File: src/logic/wdg_pkg.sv
// constants, types and helpers shared by the windowed watchdog block
//============================================================
package wdg_pkg;
	// register indices; byte address is four times the index
	localparam logic [7:0] WDG_IDX_CONTROL = 8'h00;
	localparam logic [7:0] WDG_IDX_STATUS = 8'h01;
	localparam int WDG_AW = 8;
	localparam logic [7:0] WDG_ADDR_CONTROL = {WDG_IDX_CONTROL[5:0], 2'b00};
	localparam logic [7:0] WDG_ADDR_STATUS = {WDG_IDX_STATUS[5:0], 2'b00};
	// field positions
	localparam int WDG_WIN_LSB = 4;
	localparam int WDG_PER_LSB = 0;
	localparam int WDG_LOCK_BIT = 7;
	localparam int WDG_BUSY_BIT = 0;
	// reset values
	localparam logic [7:0] WDG_CONTROL_RESET = 8'h00;
	localparam logic [7:0] WDG_STATUS_RESET = 8'h00;
	// highest legal period or window code
	localparam logic [3:0] WDG_CODE_MAX = 4'hb;
	// code 1 means 8 ticks, so the shift is code plus this
	localparam int WDG_CODE_SHIFT = 2;
	localparam int WDG_CNT_W = 14;
	// slow ticks a value or restart needs to cross domains
	localparam logic [1:0] WDG_SYNC_TICKS = 2'd2;

	typedef enum logic [1:0] {
		WDG_OFF,
		WDG_FIRST,
		WDG_CLOSED,
		WDG_OPEN
	} wdg_state_t;

	// tick count for a code; off and reserved codes give zero
	function automatic logic [WDG_CNT_W-1:0] wdg_ticks(input logic [3:0] code);
		logic [WDG_CNT_W-1:0] t;
		t = '0;
		if (code != 4'h0 && code <= WDG_CODE_MAX)
			t = WDG_CNT_W'(1) << (code + 4'(WDG_CODE_SHIFT));
		return t;
	endfunction
endpackage

File: src/logic/wdg_regs_top.sv
// windowed watchdog: apb registers, lock, crossing and window counter
//
// The APB slave port was left to the implementer.
`timescale 1ns/10ps
`default_nettype none
module wdg_regs_top
(
	input wire logic i_core_clk,
	input wire logic i_arst_n,
	input wire logic [wdg_pkg::WDG_AW-1:0] i_paddr,
	input wire logic i_psel,
	input wire logic i_penable,
	input wire logic i_pwrite,
	input wire logic [31:0] i_pwdata,
	output logic [31:0] o_prdata,
	output logic o_pready,
	output logic o_pslverr,
	input wire logic i_change_protection_gate,
	input wire logic i_debug_mode,
	input wire logic i_boot_done,
	input wire logic [7:0] i_boot_fuse_config,
	input wire logic i_dog_restart_instruction,
	input wire logic i_slow_count_clock,
	output logic o_sys_reset
);
	import wdg_pkg::*;

	//============================================================
	// reset release
	// async assert, release through two flops so every flop leaves reset
	// on the same edge
	logic rst_meta_r, rst_n;
	always_ff @(posedge i_core_clk or negedge i_arst_n)
	begin
		if (!i_arst_n)
		begin
			rst_meta_r <= 1'b0;
			rst_n <= 1'b0;
		end
		else
		begin
			rst_meta_r <= 1'b1;
			rst_n <= rst_meta_r;
		end
	end

	//============================================================
	// slow clock sampling
	// the slow clock is a pin, so two flops first; its rising edge
	// becomes a one-cycle tick
	logic sc_meta_r, sc_sync_r, sc_prev_r;
	logic tick;
	always_ff @(posedge i_core_clk or negedge rst_n)
	begin
		if (!rst_n)
		begin
			sc_meta_r <= 1'b0;
			sc_sync_r <= 1'b0;
			sc_prev_r <= 1'b0;
		end
		else
		begin
			sc_meta_r <= i_slow_count_clock;
			sc_sync_r <= sc_meta_r;
			sc_prev_r <= sc_sync_r;
		end
	end
	assign tick = sc_sync_r & ~sc_prev_r;

	//============================================================
	// apb decode
	logic wr_fire, rd_take, hit_ctrl, hit_stat, boot_load;
	logic ctrl_wr, cfg_start, cfg_busy, cfg_done;
	assign wr_fire = i_psel & i_penable & i_pwrite & o_pready;
	// answer is built one cycle into the access phase
	assign rd_take = i_psel & i_penable & ~o_pready;
	assign hit_ctrl = i_paddr == WDG_ADDR_CONTROL;
	assign hit_stat = i_paddr == WDG_ADDR_STATUS;

	//============================================================
	// register file
	logic [7:0] ctrl_r, ctrl_nxt;
	logic lock_r, lock_nxt;
	logic boot_seen_r, boot_seen_nxt;
	logic pready_nxt, pslverr_nxt;
	logic [31:0] prdata_nxt;

	// boot copies the fuse once, on the first cycle boot is seen done
	assign boot_load = i_boot_done & ~boot_seen_r;
	// protected, and frozen while locked
	assign ctrl_wr = wr_fire & hit_ctrl & i_change_protection_gate & ~lock_r;
	assign cfg_start = ctrl_wr | boot_load;

	always_comb
	begin
		ctrl_nxt = ctrl_r;
		lock_nxt = lock_r;
		boot_seen_nxt = boot_seen_r | i_boot_done;
		pready_nxt = rd_take;
		pslverr_nxt = 1'b0;
		prdata_nxt = 32'h0000_0000;
		// both fields update together; locked or unprotected writes drop
		if (ctrl_wr)
			ctrl_nxt = i_pwdata[7:0];
		if (boot_load)
			ctrl_nxt = i_boot_fuse_config;
		// clear only in debug; a set or boot lock beats the clear
		if (wr_fire && hit_stat && i_change_protection_gate)
		begin
			if (!i_pwdata[WDG_LOCK_BIT] && i_debug_mode)
				lock_nxt = 1'b0;
			if (i_pwdata[WDG_LOCK_BIT])
				lock_nxt = 1'b1;
		end
		if (boot_load && i_boot_fuse_config[3:0] != 4'h0)
			lock_nxt = 1'b1;
		// read data and error ride along with pready
		if (rd_take)
		begin
			if (hit_ctrl)
				prdata_nxt = {24'h00_0000, ctrl_r};
			else if (hit_stat)
			begin
				prdata_nxt[WDG_LOCK_BIT] = lock_r;
				prdata_nxt[WDG_BUSY_BIT] = cfg_busy;
			end
			else
				pslverr_nxt = 1'b1;
		end
	end

	always_ff @(posedge i_core_clk or negedge rst_n)
	begin
		if (!rst_n)
		begin
			ctrl_r <= WDG_CONTROL_RESET;
			lock_r <= WDG_STATUS_RESET[WDG_LOCK_BIT];
			boot_seen_r <= 1'b0;
			o_pready <= 1'b0;
			o_pslverr <= 1'b0;
			o_prdata <= 32'h0000_0000;
		end
		else
		begin
			ctrl_r <= ctrl_nxt;
			lock_r <= lock_nxt;
			boot_seen_r <= boot_seen_nxt;
			o_pready <= pready_nxt;
			o_pslverr <= pslverr_nxt;
			o_prdata <= prdata_nxt;
		end
	end

	//============================================================
	// domain crossing of control and restart
	// busy is the crossing itself; a second write mid-flight is not
	// restarted, software must wait for busy low
	logic rs_start, rs_busy, rs_done;
	wdg_xfer u_cfg_xfer (
		.i_clk(i_core_clk),
		.i_rst_n(rst_n),
		.i_start(cfg_start),
		.i_tick(tick),
		.o_busy(cfg_busy),
		.o_done(cfg_done)
	);

	assign rs_start = i_dog_restart_instruction & ~i_debug_mode;
	wdg_xfer u_rs_xfer (
		.i_clk(i_core_clk),
		.i_rst_n(rst_n),
		.i_start(rs_start),
		.i_tick(tick),
		.o_busy(rs_busy),
		.o_done(rs_done)
	);

	//============================================================
	// window counter
	logic [7:0] act_r, act_nxt;
	logic [WDG_CNT_W-1:0] cnt_r, cnt_nxt, per_t, win_t;
	logic [WDG_CNT_W-1:0] new_per_t;
	wdg_state_t state_r, state_nxt;
	logic bite_nxt;

	assign per_t = wdg_ticks(act_r[WDG_PER_LSB +: 4]);
	assign win_t = wdg_ticks(act_r[WDG_WIN_LSB +: 4]);
	assign new_per_t = wdg_ticks(ctrl_r[WDG_PER_LSB +: 4]);

	// first holds the open count until a restart opens the first closed
	// window, or open when the window code is zero; debug halt clears the count
	// and, unless off, returns here
	always_comb
	begin
		act_nxt = act_r;
		state_nxt = state_r;
		cnt_nxt = cnt_r;
		bite_nxt = 1'b0;
		if (cfg_done)
		begin
			act_nxt = ctrl_r;
			cnt_nxt = '0;
			state_nxt = (new_per_t != '0) ? WDG_FIRST : WDG_OFF;
		end
		else if (i_debug_mode)
		begin
			cnt_nxt = '0;
			if (state_r != WDG_OFF)
				state_nxt = WDG_FIRST;
		end
		else
		begin
			unique case (state_r)
				WDG_OFF:
					cnt_nxt = '0;
				WDG_FIRST, WDG_OPEN:
					if (rs_done)
					begin
						cnt_nxt = '0;
						state_nxt = (win_t != '0) ? WDG_CLOSED : WDG_OPEN;
					end
					else if (tick)
					begin
						if (cnt_r == per_t - WDG_CNT_W'(1))
						begin
							bite_nxt = 1'b1;
							cnt_nxt = '0;
							state_nxt = WDG_FIRST;
						end
						else
							cnt_nxt = cnt_r + WDG_CNT_W'(1);
					end
				WDG_CLOSED:
					if (rs_done)
					begin
						bite_nxt = 1'b1;
						cnt_nxt = '0;
						state_nxt = WDG_FIRST;
					end
					else if (tick)
					begin
						if (cnt_r == win_t - WDG_CNT_W'(1))
						begin
							cnt_nxt = '0;
							state_nxt = WDG_OPEN;
						end
						else
							cnt_nxt = cnt_r + WDG_CNT_W'(1);
					end
			endcase
		end
	end

	always_ff @(posedge i_core_clk or negedge rst_n)
	begin
		if (!rst_n)
		begin
			act_r <= WDG_CONTROL_RESET;
			state_r <= WDG_OFF;
			cnt_r <= '0;
			o_sys_reset <= 1'b0;
		end
		else
		begin
			act_r <= act_nxt;
			state_r <= state_nxt;
			cnt_r <= cnt_nxt;
			o_sys_reset <= bite_nxt;
		end
	end
endmodule // wdg_regs_top
`default_nettype wire

File: src/logic/wdg_xfer.sv
// one crossing slot: busy from a start until two slow ticks have passed
`timescale 1ns/10ps
`default_nettype none
module wdg_xfer
(
	input wire logic i_clk,
	input wire logic i_rst_n,
	input wire logic i_start,
	input wire logic i_tick,
	output logic o_busy,
	output logic o_done
);
	import wdg_pkg::*;

	logic busy_r, busy_nxt;
	logic done_r, done_nxt;
	logic [1:0] cnt_r, cnt_nxt;

	//============================================================
	// crossing state
	// a start while busy is dropped, so the slot never restarts mid-flight
	always_comb
	begin
		busy_nxt = busy_r;
		done_nxt = 1'b0;
		cnt_nxt = cnt_r;
		if (!busy_r)
		begin
			if (i_start)
			begin
				busy_nxt = 1'b1;
				cnt_nxt = 2'd0;
			end
		end
		else if (i_tick)
		begin
			if (cnt_r == WDG_SYNC_TICKS - 2'd1)
			begin
				busy_nxt = 1'b0;
				done_nxt = 1'b1;
			end
			else
				cnt_nxt = cnt_r + 2'd1;
		end
	end

	always_ff @(posedge i_clk or negedge i_rst_n)
	begin
		if (!i_rst_n)
		begin
			busy_r <= 1'b0;
			done_r <= 1'b0;
			cnt_r <= 2'd0;
		end
		else
		begin
			busy_r <= busy_nxt;
			done_r <= done_nxt;
			cnt_r <= cnt_nxt;
		end
	end

	assign o_busy = busy_r;
	assign o_done = done_r;
endmodule // wdg_xfer
`default_nettype wire

File: config.mk
export PLATFORM = sky130hd
export DESIGN_NAME = wdg_regs_top
export DESIGN_NICKNAME = d
export VERILOG_FILES = /design/src/logic/wdg_pkg.sv /design/src/logic/wdg_regs_top.sv /design/src/logic/wdg_xfer.sv
export SDC_FILE = /design/constraint.sdc
export NUM_CORES = 1
export LEC_CHECK = 0
export BUFFER_PORTS_ARGS = -buffer_cell sky130_fd_sc_hd__buf_2
export CAP_MARGIN = 20
export CORE_MARGIN = 1
export CORE_UTILIZATION = 55
export DETAILED_ROUTE_END_ITERATION = 6
export PLACE_DENSITY = 0.78
export SETUP_SLACK_MARGIN = 0.15
export SYNTH_ARGS = -nofsm -noshare
export SYNTH_HDL_FRONTEND = slang
export SYNTH_HIERARCHICAL = 1
export SYNTH_SLANG_ARGS = --single-unit
File: constraint.sdc
create_clock -name i_core_clk -period 1.9 [get_ports i_core_clk]
set_input_delay 0.19 -clock i_core_clk [delete_from_list [all_inputs] [get_ports i_core_clk]]
set_output_delay 0.19 -clock i_core_clk [all_outputs]
set_load 0.005 [all_outputs]
==> results of run 1 <==
## worst min path at each step
stage	to	slack (ns)	start	cells past startpoint
after floorplan	rst_meta_r	-0.11	i_arst_n	0
after global placement	rst_meta_r	-0.02	i_arst_n	1
after detailed placement	rst_meta_r	-0.02	i_arst_n	1
after CTS	boot_seen_r	0.06	i_boot_done	2
after global routing	boot_seen_r	0.08	i_boot_done	2
final	boot_seen_r	0.07	i_boot_done	2
## power breakdown
part           total [mW]  leakage (nW)  switching [mW]  internal (mW)
clock network        1.33         0.117           0.519          0.811
logic                5.43          1.79            2.62           2.81
registers            1.75         0.744           0.302           1.45
total                8.51          2.65            3.44           5.07
## registers in the layout, summed over array words and instances, names as in the netlist, 2 cells and up
name and cells:
o_prdata 8, u_cfg_xfer/cnt_r 2, act_r 8, u_rs_xfer/cnt_r 2
ctrl_r 8, cnt_r 14, state_r 2
## per-stage QoR
| stage | std cells | utilization, % |
|---|---|---|
| global route | 704 | 77.6 |
| detailed placement | 674 | 71.1 |
| finish | 704 | 77.6 |
| floorplan | 489 | - |
| global placement | 674 | 71.1 |
| CTS | 701 | 76.3 |
## metal layers
layer | GRT usage [%] | up-vias
met4 | 9.81 | 0
met5 | 0 | -
met2 | 55.5 | 157
met1 | 43.3 | 1978
li1 | - | 1916
met3 | 7.20 | 28
## cell families after synthesis
logic type,after synthesis,synth area share (%)
xor+xnor,28,5.89
compound gates,117,20.6
fa+ha+maj,9,2.71
simple gates,166,22.2
buf+inv,67,8.75
other cells,2,0.180
flops,58,34.9
mux,19,4.84
## cell type report
cell class	instances	area (um2)
Tap cell	99	124
Clock inverter	4	73.8
Inverter	14	55.1
Clock buffer	12	155
Fill cell	505	1630
Sequential cell	58	1460
Multi-Input combinational cell	365	2730
Timing Repair Buffer	152	1070
## synthesized netlist by cell type, drive strengths merged (3+ instances only)
cell type	instances
dfrtp	58
nand2	38
buf	33
o21ai	32
nor2	30
clkbuf	20
xnor2	18
nor2b	16
a21oi	15
inv	14
mux2i	13
a22o	12
or3	12
nor3	10
o31ai	10
xor2	10
and3	9
ha	9
nand3	8
and2	7
nand2b	7
nor4	7
a211oi	6
mux2	6
nor3b	6
a21o	5
o2111ai	5
o211ai	5
a31oi	4
o221ai	4
or4	4
and3b	3
or2	3
## timing repair
item / 4_1_cts / 5_1_grt
hold buffers: 2 / 0
setup buffers: 8 / 3
gates cloned: 1 / 0
pin swaps: 7 / 12
setup endpoints to repair: 17 / 17
hold endpoints to repair: 3 / 0
resized for setup: 16 / 15
## worst max-delay path, delay by kind of cell, from the launching register on
kind / cells / cell delay (ns)
adder cells (fa/ha/maj): 2 / 0.49
AND/OR/NAND/NOR: 3 / 0.60
AO/OA/AOI/OAI: 6 / 1.22
buffers and inverters: 1 / 0.14
multiplexers: 1 / 0.30
XOR/XNOR: 1 / 0.12
flip-flops: 1 / 0.43
==> results.cfg, run 1 <==
[finish]
area_delta_synth_final_pct = 36.0
drive_above_1_share_pct = 39.3
antennaDiodeCount = 0
mostFrequentLayoutCells = buf_4, dfrtp_1, buf_2
mostFrequentLayoutCell = buf_4
design_area_um2 = 5660
fin_nets = 667

[detailed_routing]
drt-initial-drc-count = 363
via_per_inst = 5.79
wl_per_cell_um = 17.1
wl_met1_mm = 5.12
drtAntennaViolNets = 0
wl_met2_mm = 5.89
first_pass_iters = 5
maxUsedRoutingLayer = met4
vias = 4079
dr_wl_met3_um = 770
drt_drc_violations_left = 0
wirelength_mm = 12.1

[power_and_ir_drop]
power.leakage_nw = 2.65
total_power_mw = 8.51
ir_drop_uv = 845
power-per-cell-area_nw_per_um2 = 1500

[worst_setup_path]
startpoint = act_r[5]
crit_chain = ha_4 -> nand2b_4 -> or3_4 -> ha_4 -> xnor2_2 -> a31oi_1 -> nand2_1 -> a211oi_2 -> o211ai_1 -> o41ai_4 -> mux2_4 -> buf_6 -> o221ai_2 -> a21oi_1
r2r_cells = 14
crit_path_end_kind = register
critPathMaxStageDelay_ns = 0.43
cp_max_fo = 7
crit_slowest_cell = dfrtp_2
cp.required_ns = 2.16
rrSetupSlack_ns = -1.48
crit_top_cell = ha_4
critical_path_class = register to register
cp.arrival_ns = 3.64
setup.worst_path.end = state_r[0]
worstReg2RegEnd = state_r[0]
start_kind = register
worst_r2r_startpoint = act_r[5]

[sta]
setup_viol = 17
layout_setup_ws_ns = -1.48
worst_pin_slew_ns = 0.574
slew_viol_final = 0
hold_ws_ns = 0.0716
relSlewSlack_pct = 61.7
max_freq_mhz = 296
rsz0062_at_grt = true
fin_worst_skew_ns = 0.00757
fin_crit_ns = 3.38
timing.final.crit_share_pct = 178
hold_viol_final = 0
tns_ns = -23.86

[placement]
port_buffers = 44
hpwlAfterDp_mm = 8.59
place_area_um2 = 5180
dp_slack_ns = -1.42
place_congestion = 0.941

[outcome]
violations = setup timing
outcome = finished with violations

[synthesis]
async_flop_share_pct = 100
yosysTopAreaCellShare_pct = 34.9
synth_seq_cells = 58
avgSynthCellArea_um2 = 8.93
yosysWarnings = 6
syn_area_um2 = 4160
yosys-top-cells-area = dfrtp_1, buf_4, o21ai_0, xnor2_1, nand2_1
synth_ff_type = dfrtp_1
yosysTopAreaCell = dfrtp_1
synth_edf_count = 0
synth_cell_types = 66
syn_inst = 466
seq_area_frac_synth_pct = 34.9

[floorplanning]
core_area_um2 = 7290
rows = 31
dieArea_um2 = 7920
die_h_um = 89.0
io_pins = 93
initial_core_util_pct = 57.1
die_w_um = 89.0

[cts]
cts_tree = built
cts_buffer_depth = 2
root_buffer = clkbuf_8
clock_latency_ns = 0.34
cts-buffers-inserted = 9
cts_sinks = 58
clk_pin_slew_worst_paths_ns = 0.07
htree_levels = 3

[grt]
antenna_found_initial = 0
grt_first_pass_wirelength_mm = 19.7
grt_pass1_vias = 4137
overflow = 0
track_usage_pct = 33.1
grt_max_degree = 57

[run]
max-cap-violations = 0

[hold_path]
hp-class = input port to register
Power figures use the tool's default switching activity.
==> run 2, diff against run 1 <==
--- a/config.mk
+++ b/config.mk
@@ -5,12 +5,14 @@
 export SDC_FILE = /design/constraint.sdc
 export NUM_CORES = 1
 export LEC_CHECK = 0
+export ABC_AREA = 1
 export BUFFER_PORTS_ARGS = -buffer_cell sky130_fd_sc_hd__buf_2
 export CAP_MARGIN = 20
 export CORE_MARGIN = 1
 export CORE_UTILIZATION = 55
 export DETAILED_ROUTE_END_ITERATION = 6
-export PLACE_DENSITY = 0.78
+export MAX_ROUTING_LAYER = met4
+export PLACE_DENSITY = 0.76
 export SETUP_SLACK_MARGIN = 0.15
 export SYNTH_ARGS = -nofsm -noshare
 export SYNTH_HDL_FRONTEND = slang
==> run 2 against run 1 <==
The run still ends with setup timing left. Sequential share of layout area down 3.1 points. Combinational power up 38%. Worst setup slack better by 0.73 ns. Total power up 20%. First-iteration DRC count down 33%. Synthesized area up 17%. Count of clock-buffer cells in the layout down 1. Critical path depth up 6. Global-route usage about the same. Final area up 14%. Via count up 30%. Largest cell class unchanged.
==> results.cfg, run 2 <==
[floorplanning]
die_w_um = 96.1
die_h_um = 96.1
core_area_um2 = 8380
initial_core_util_pct = 58.1
rows = 33
io_pins = 93
dieArea_um2 = 9230

[detailed_routing]
drt-initial-drc-count = 242
drt_drc_violations_left = 0
via_per_inst = 5.10
drtAntennaViolNets = 0
first_pass_iters = 5
wirelength_mm = 13.6
vias = 5289
wl_per_cell_um = 13.1

[finish]
seqCellArea_um2 = 1450
fin_nets = 994
mostFrequentLayoutCell = nand2_1
fin_cells = 1037
top_register = cnt_r
mostFrequentLayoutCells = nand2_1, buf_4, nor2_1
largest_reg_flops = 14
design_area_um2 = 6420
multi_input_area_um2 = 3020
n_fill_cell = 677
antennaDiodeCount = 0
drive_above_1_share_pct = 30.3
area_delta_synth_final_pct = 32.0
post-route-util_pct = 76.7

[synthesis]
avgSynthCellArea_um2 = 6.49
async_flop_share_pct = 100
synth_edf_count = 0
post-synth-top-count-cell = nand2_1
synth_xor_area_share_pct = 3.60
synth_mux_area_share_pct = 0
yosys.area_share.simple_pct = 42.8
syn_area_um2 = 4870
synth_top_cells_by_count = nand2_1, nor2_1, inv_1
synth_compound_area_share_pct = 8.10
synth_seq_cells = 58
synthAdderAreaFrac_pct = 2.31
yosysTopAreaCellShare_pct = 29.8
synth_top_family_by_area = simple AND/OR/NAND/NOR gates
syn_inst = 750
yosys-top-cells-area = dfrtp_1, nand2_1, nand3_1, nor2_1, inv_1
yosysTopAreaCell = dfrtp_1
seq_area_frac_synth_pct = 29.8
synth_cell_types = 44
yosysWarnings = 6
synth_ff_type = dfrtp_1

[cts]
cts-buffers-inserted = 9
root_buffer = clkbuf_8
cts_buffer_depth = 2
clock_latency_ns = 0.34
cts_sinks = 58
clk_pin_slew_worst_paths_ns = 0.07
cts_tree = built
htree_levels = 3

[sta]
fin_crit_ns = 2.65
hold_ws_ns = 0.0526
rsz0062_at_grt = true
hold_viol_final = 0
tns_ns = -11.93
layout_setup_ws_ns = -0.749
relSlewSlack_pct = 55.2
setup_viol = 17
fin_worst_skew_ns = 0.00706
worst_pin_slew_ns = 0.672
slew_viol_final = 0
max_freq_mhz = 378
timing.final.crit_share_pct = 139

[worst_setup_path]
cp.required_ns = 2.12
rrSetupSlack_ns = -0.75
crit_path_end_kind = register
cp.arrival_ns = 2.87
worst_r2r_startpoint = act_r[1]
start_kind = register
crit_slowest_cell = dfrtp_1
crit_top_cell = nand2_1
cp_max_fo = 9
worstReg2RegEnd = cnt_r[10]
critical_path_class = register to register
r2r_cells = 20
critPathMaxStageDelay_ns = 0.42
crit_chain = ha_4 -> inv_4 -> buf_4 -> nand2_1 -> nor2_1 -> nand2_1 -> nand2_1 -> nor2_2 -> nand2_1 -> nand2_1 -> nand2_1 -> nor2_1 -> nand3_1 -> nor2_2 -> nand2_1 -> nand2_1 -> nand2_2 -> nand2_4 -> buf_4 -> o21ai_2

[placement]
place_area_um2 = 6110
place_inst = 1013
port_buffers = 44
hpwlAfterDp_mm = 10.9
place_congestion = 0.951
dp_slack_ns = -0.798

[grt]
track_usage_pct = 33.1
grt_first_pass_wirelength_mm = 22.6
overflow = 0
grt_max_degree = 31
grt_pass1_vias = 5092
antenna_found_initial = 0

[outcome]
violations = setup timing
outcome = finished with violations

[hold_path]
hold_depth = 2
hp-start = i_boot_done
worstHoldEndpoint = boot_seen_r
hp-class = input port to register

[power_and_ir_drop]
power-per-cell-area_nw_per_um2 = 1600
ir_drop_uv = 1050
power.leakage_nw = 3.41
total_power_mw = 10.3

[run]
max-cap-violations = 0
run 2: worst max-delay path, delay by kind of cell, from the launching register on:
kind            cells  cell delay, ns
compound gates      1            0.04
flops               1            0.42
fa+ha+maj           1            0.32
simple gates       15            1.46
buf+inv             3            0.29
run 2: cell type report:
cell class                      count  share of cell area, %
Multi-Input combinational cell    583                   47.0
Sequential cell                    58                   22.6
Timing Repair Buffer              179                   19.9
Inverter                           96                   5.76
Clock buffer                       11                   2.20
Tap cell                          105                   2.04
Clock inverter                      5                  0.467
run 2: cell families (layout without fill, tap and decap cells):
group | after synthesis | after routing
XOR/XNOR | 20 | 20
AND/OR/NAND/NOR | 474 | 474
AO/OA/AOI/OAI | 55 | 55
flip-flops | 58 | 58
other | 2 | 25
adder cells (fa/ha/maj) | 9 | 9
buffers and inverters | 132 | 291
run 2: worst max-delay path by stage:
stage,slack [ns],startpoint,endpoint,cells after the start
floorplan,-0.59,act_r[2],cnt_r[5],21
global placement,-0.75,act_r[2],cnt_r[3],17
detailed placement,-0.80,act_r[6],cnt_r[3],21
CTS,-0.72,act_r[2],cnt_r[3],19
global route,-0.97,act_r[1],cnt_r[3],19
finish,-0.75,act_r[1],cnt_r[10],20
run 2: repair_timing:
action,4_1_cts,5_1_grt
hold endpoints to repair,3,0
resized for setup,9,11
pin swaps,1,3
hold buffers,2,0
buffers inserted,4,2
endpoints found under the setup margin,17,17
run 2: layer usage:
layer,vias up,wire (um),track usage (%)
met4,0,175,8.58
met5,-,0,-
met1,2435,5890,39.9
met3,18,610,5.69
met2,160,6900,57.1
li1,2676,-,-
run 2: where the power goes:
part / switching [mW] / internal [mW] / leakage, nW
Clock: 0.523 / 0.502 / 0.0851
Sequential: 0.254 / 1.45 / 0.734
Combinational: 4.24 / 3.28 / 2.59
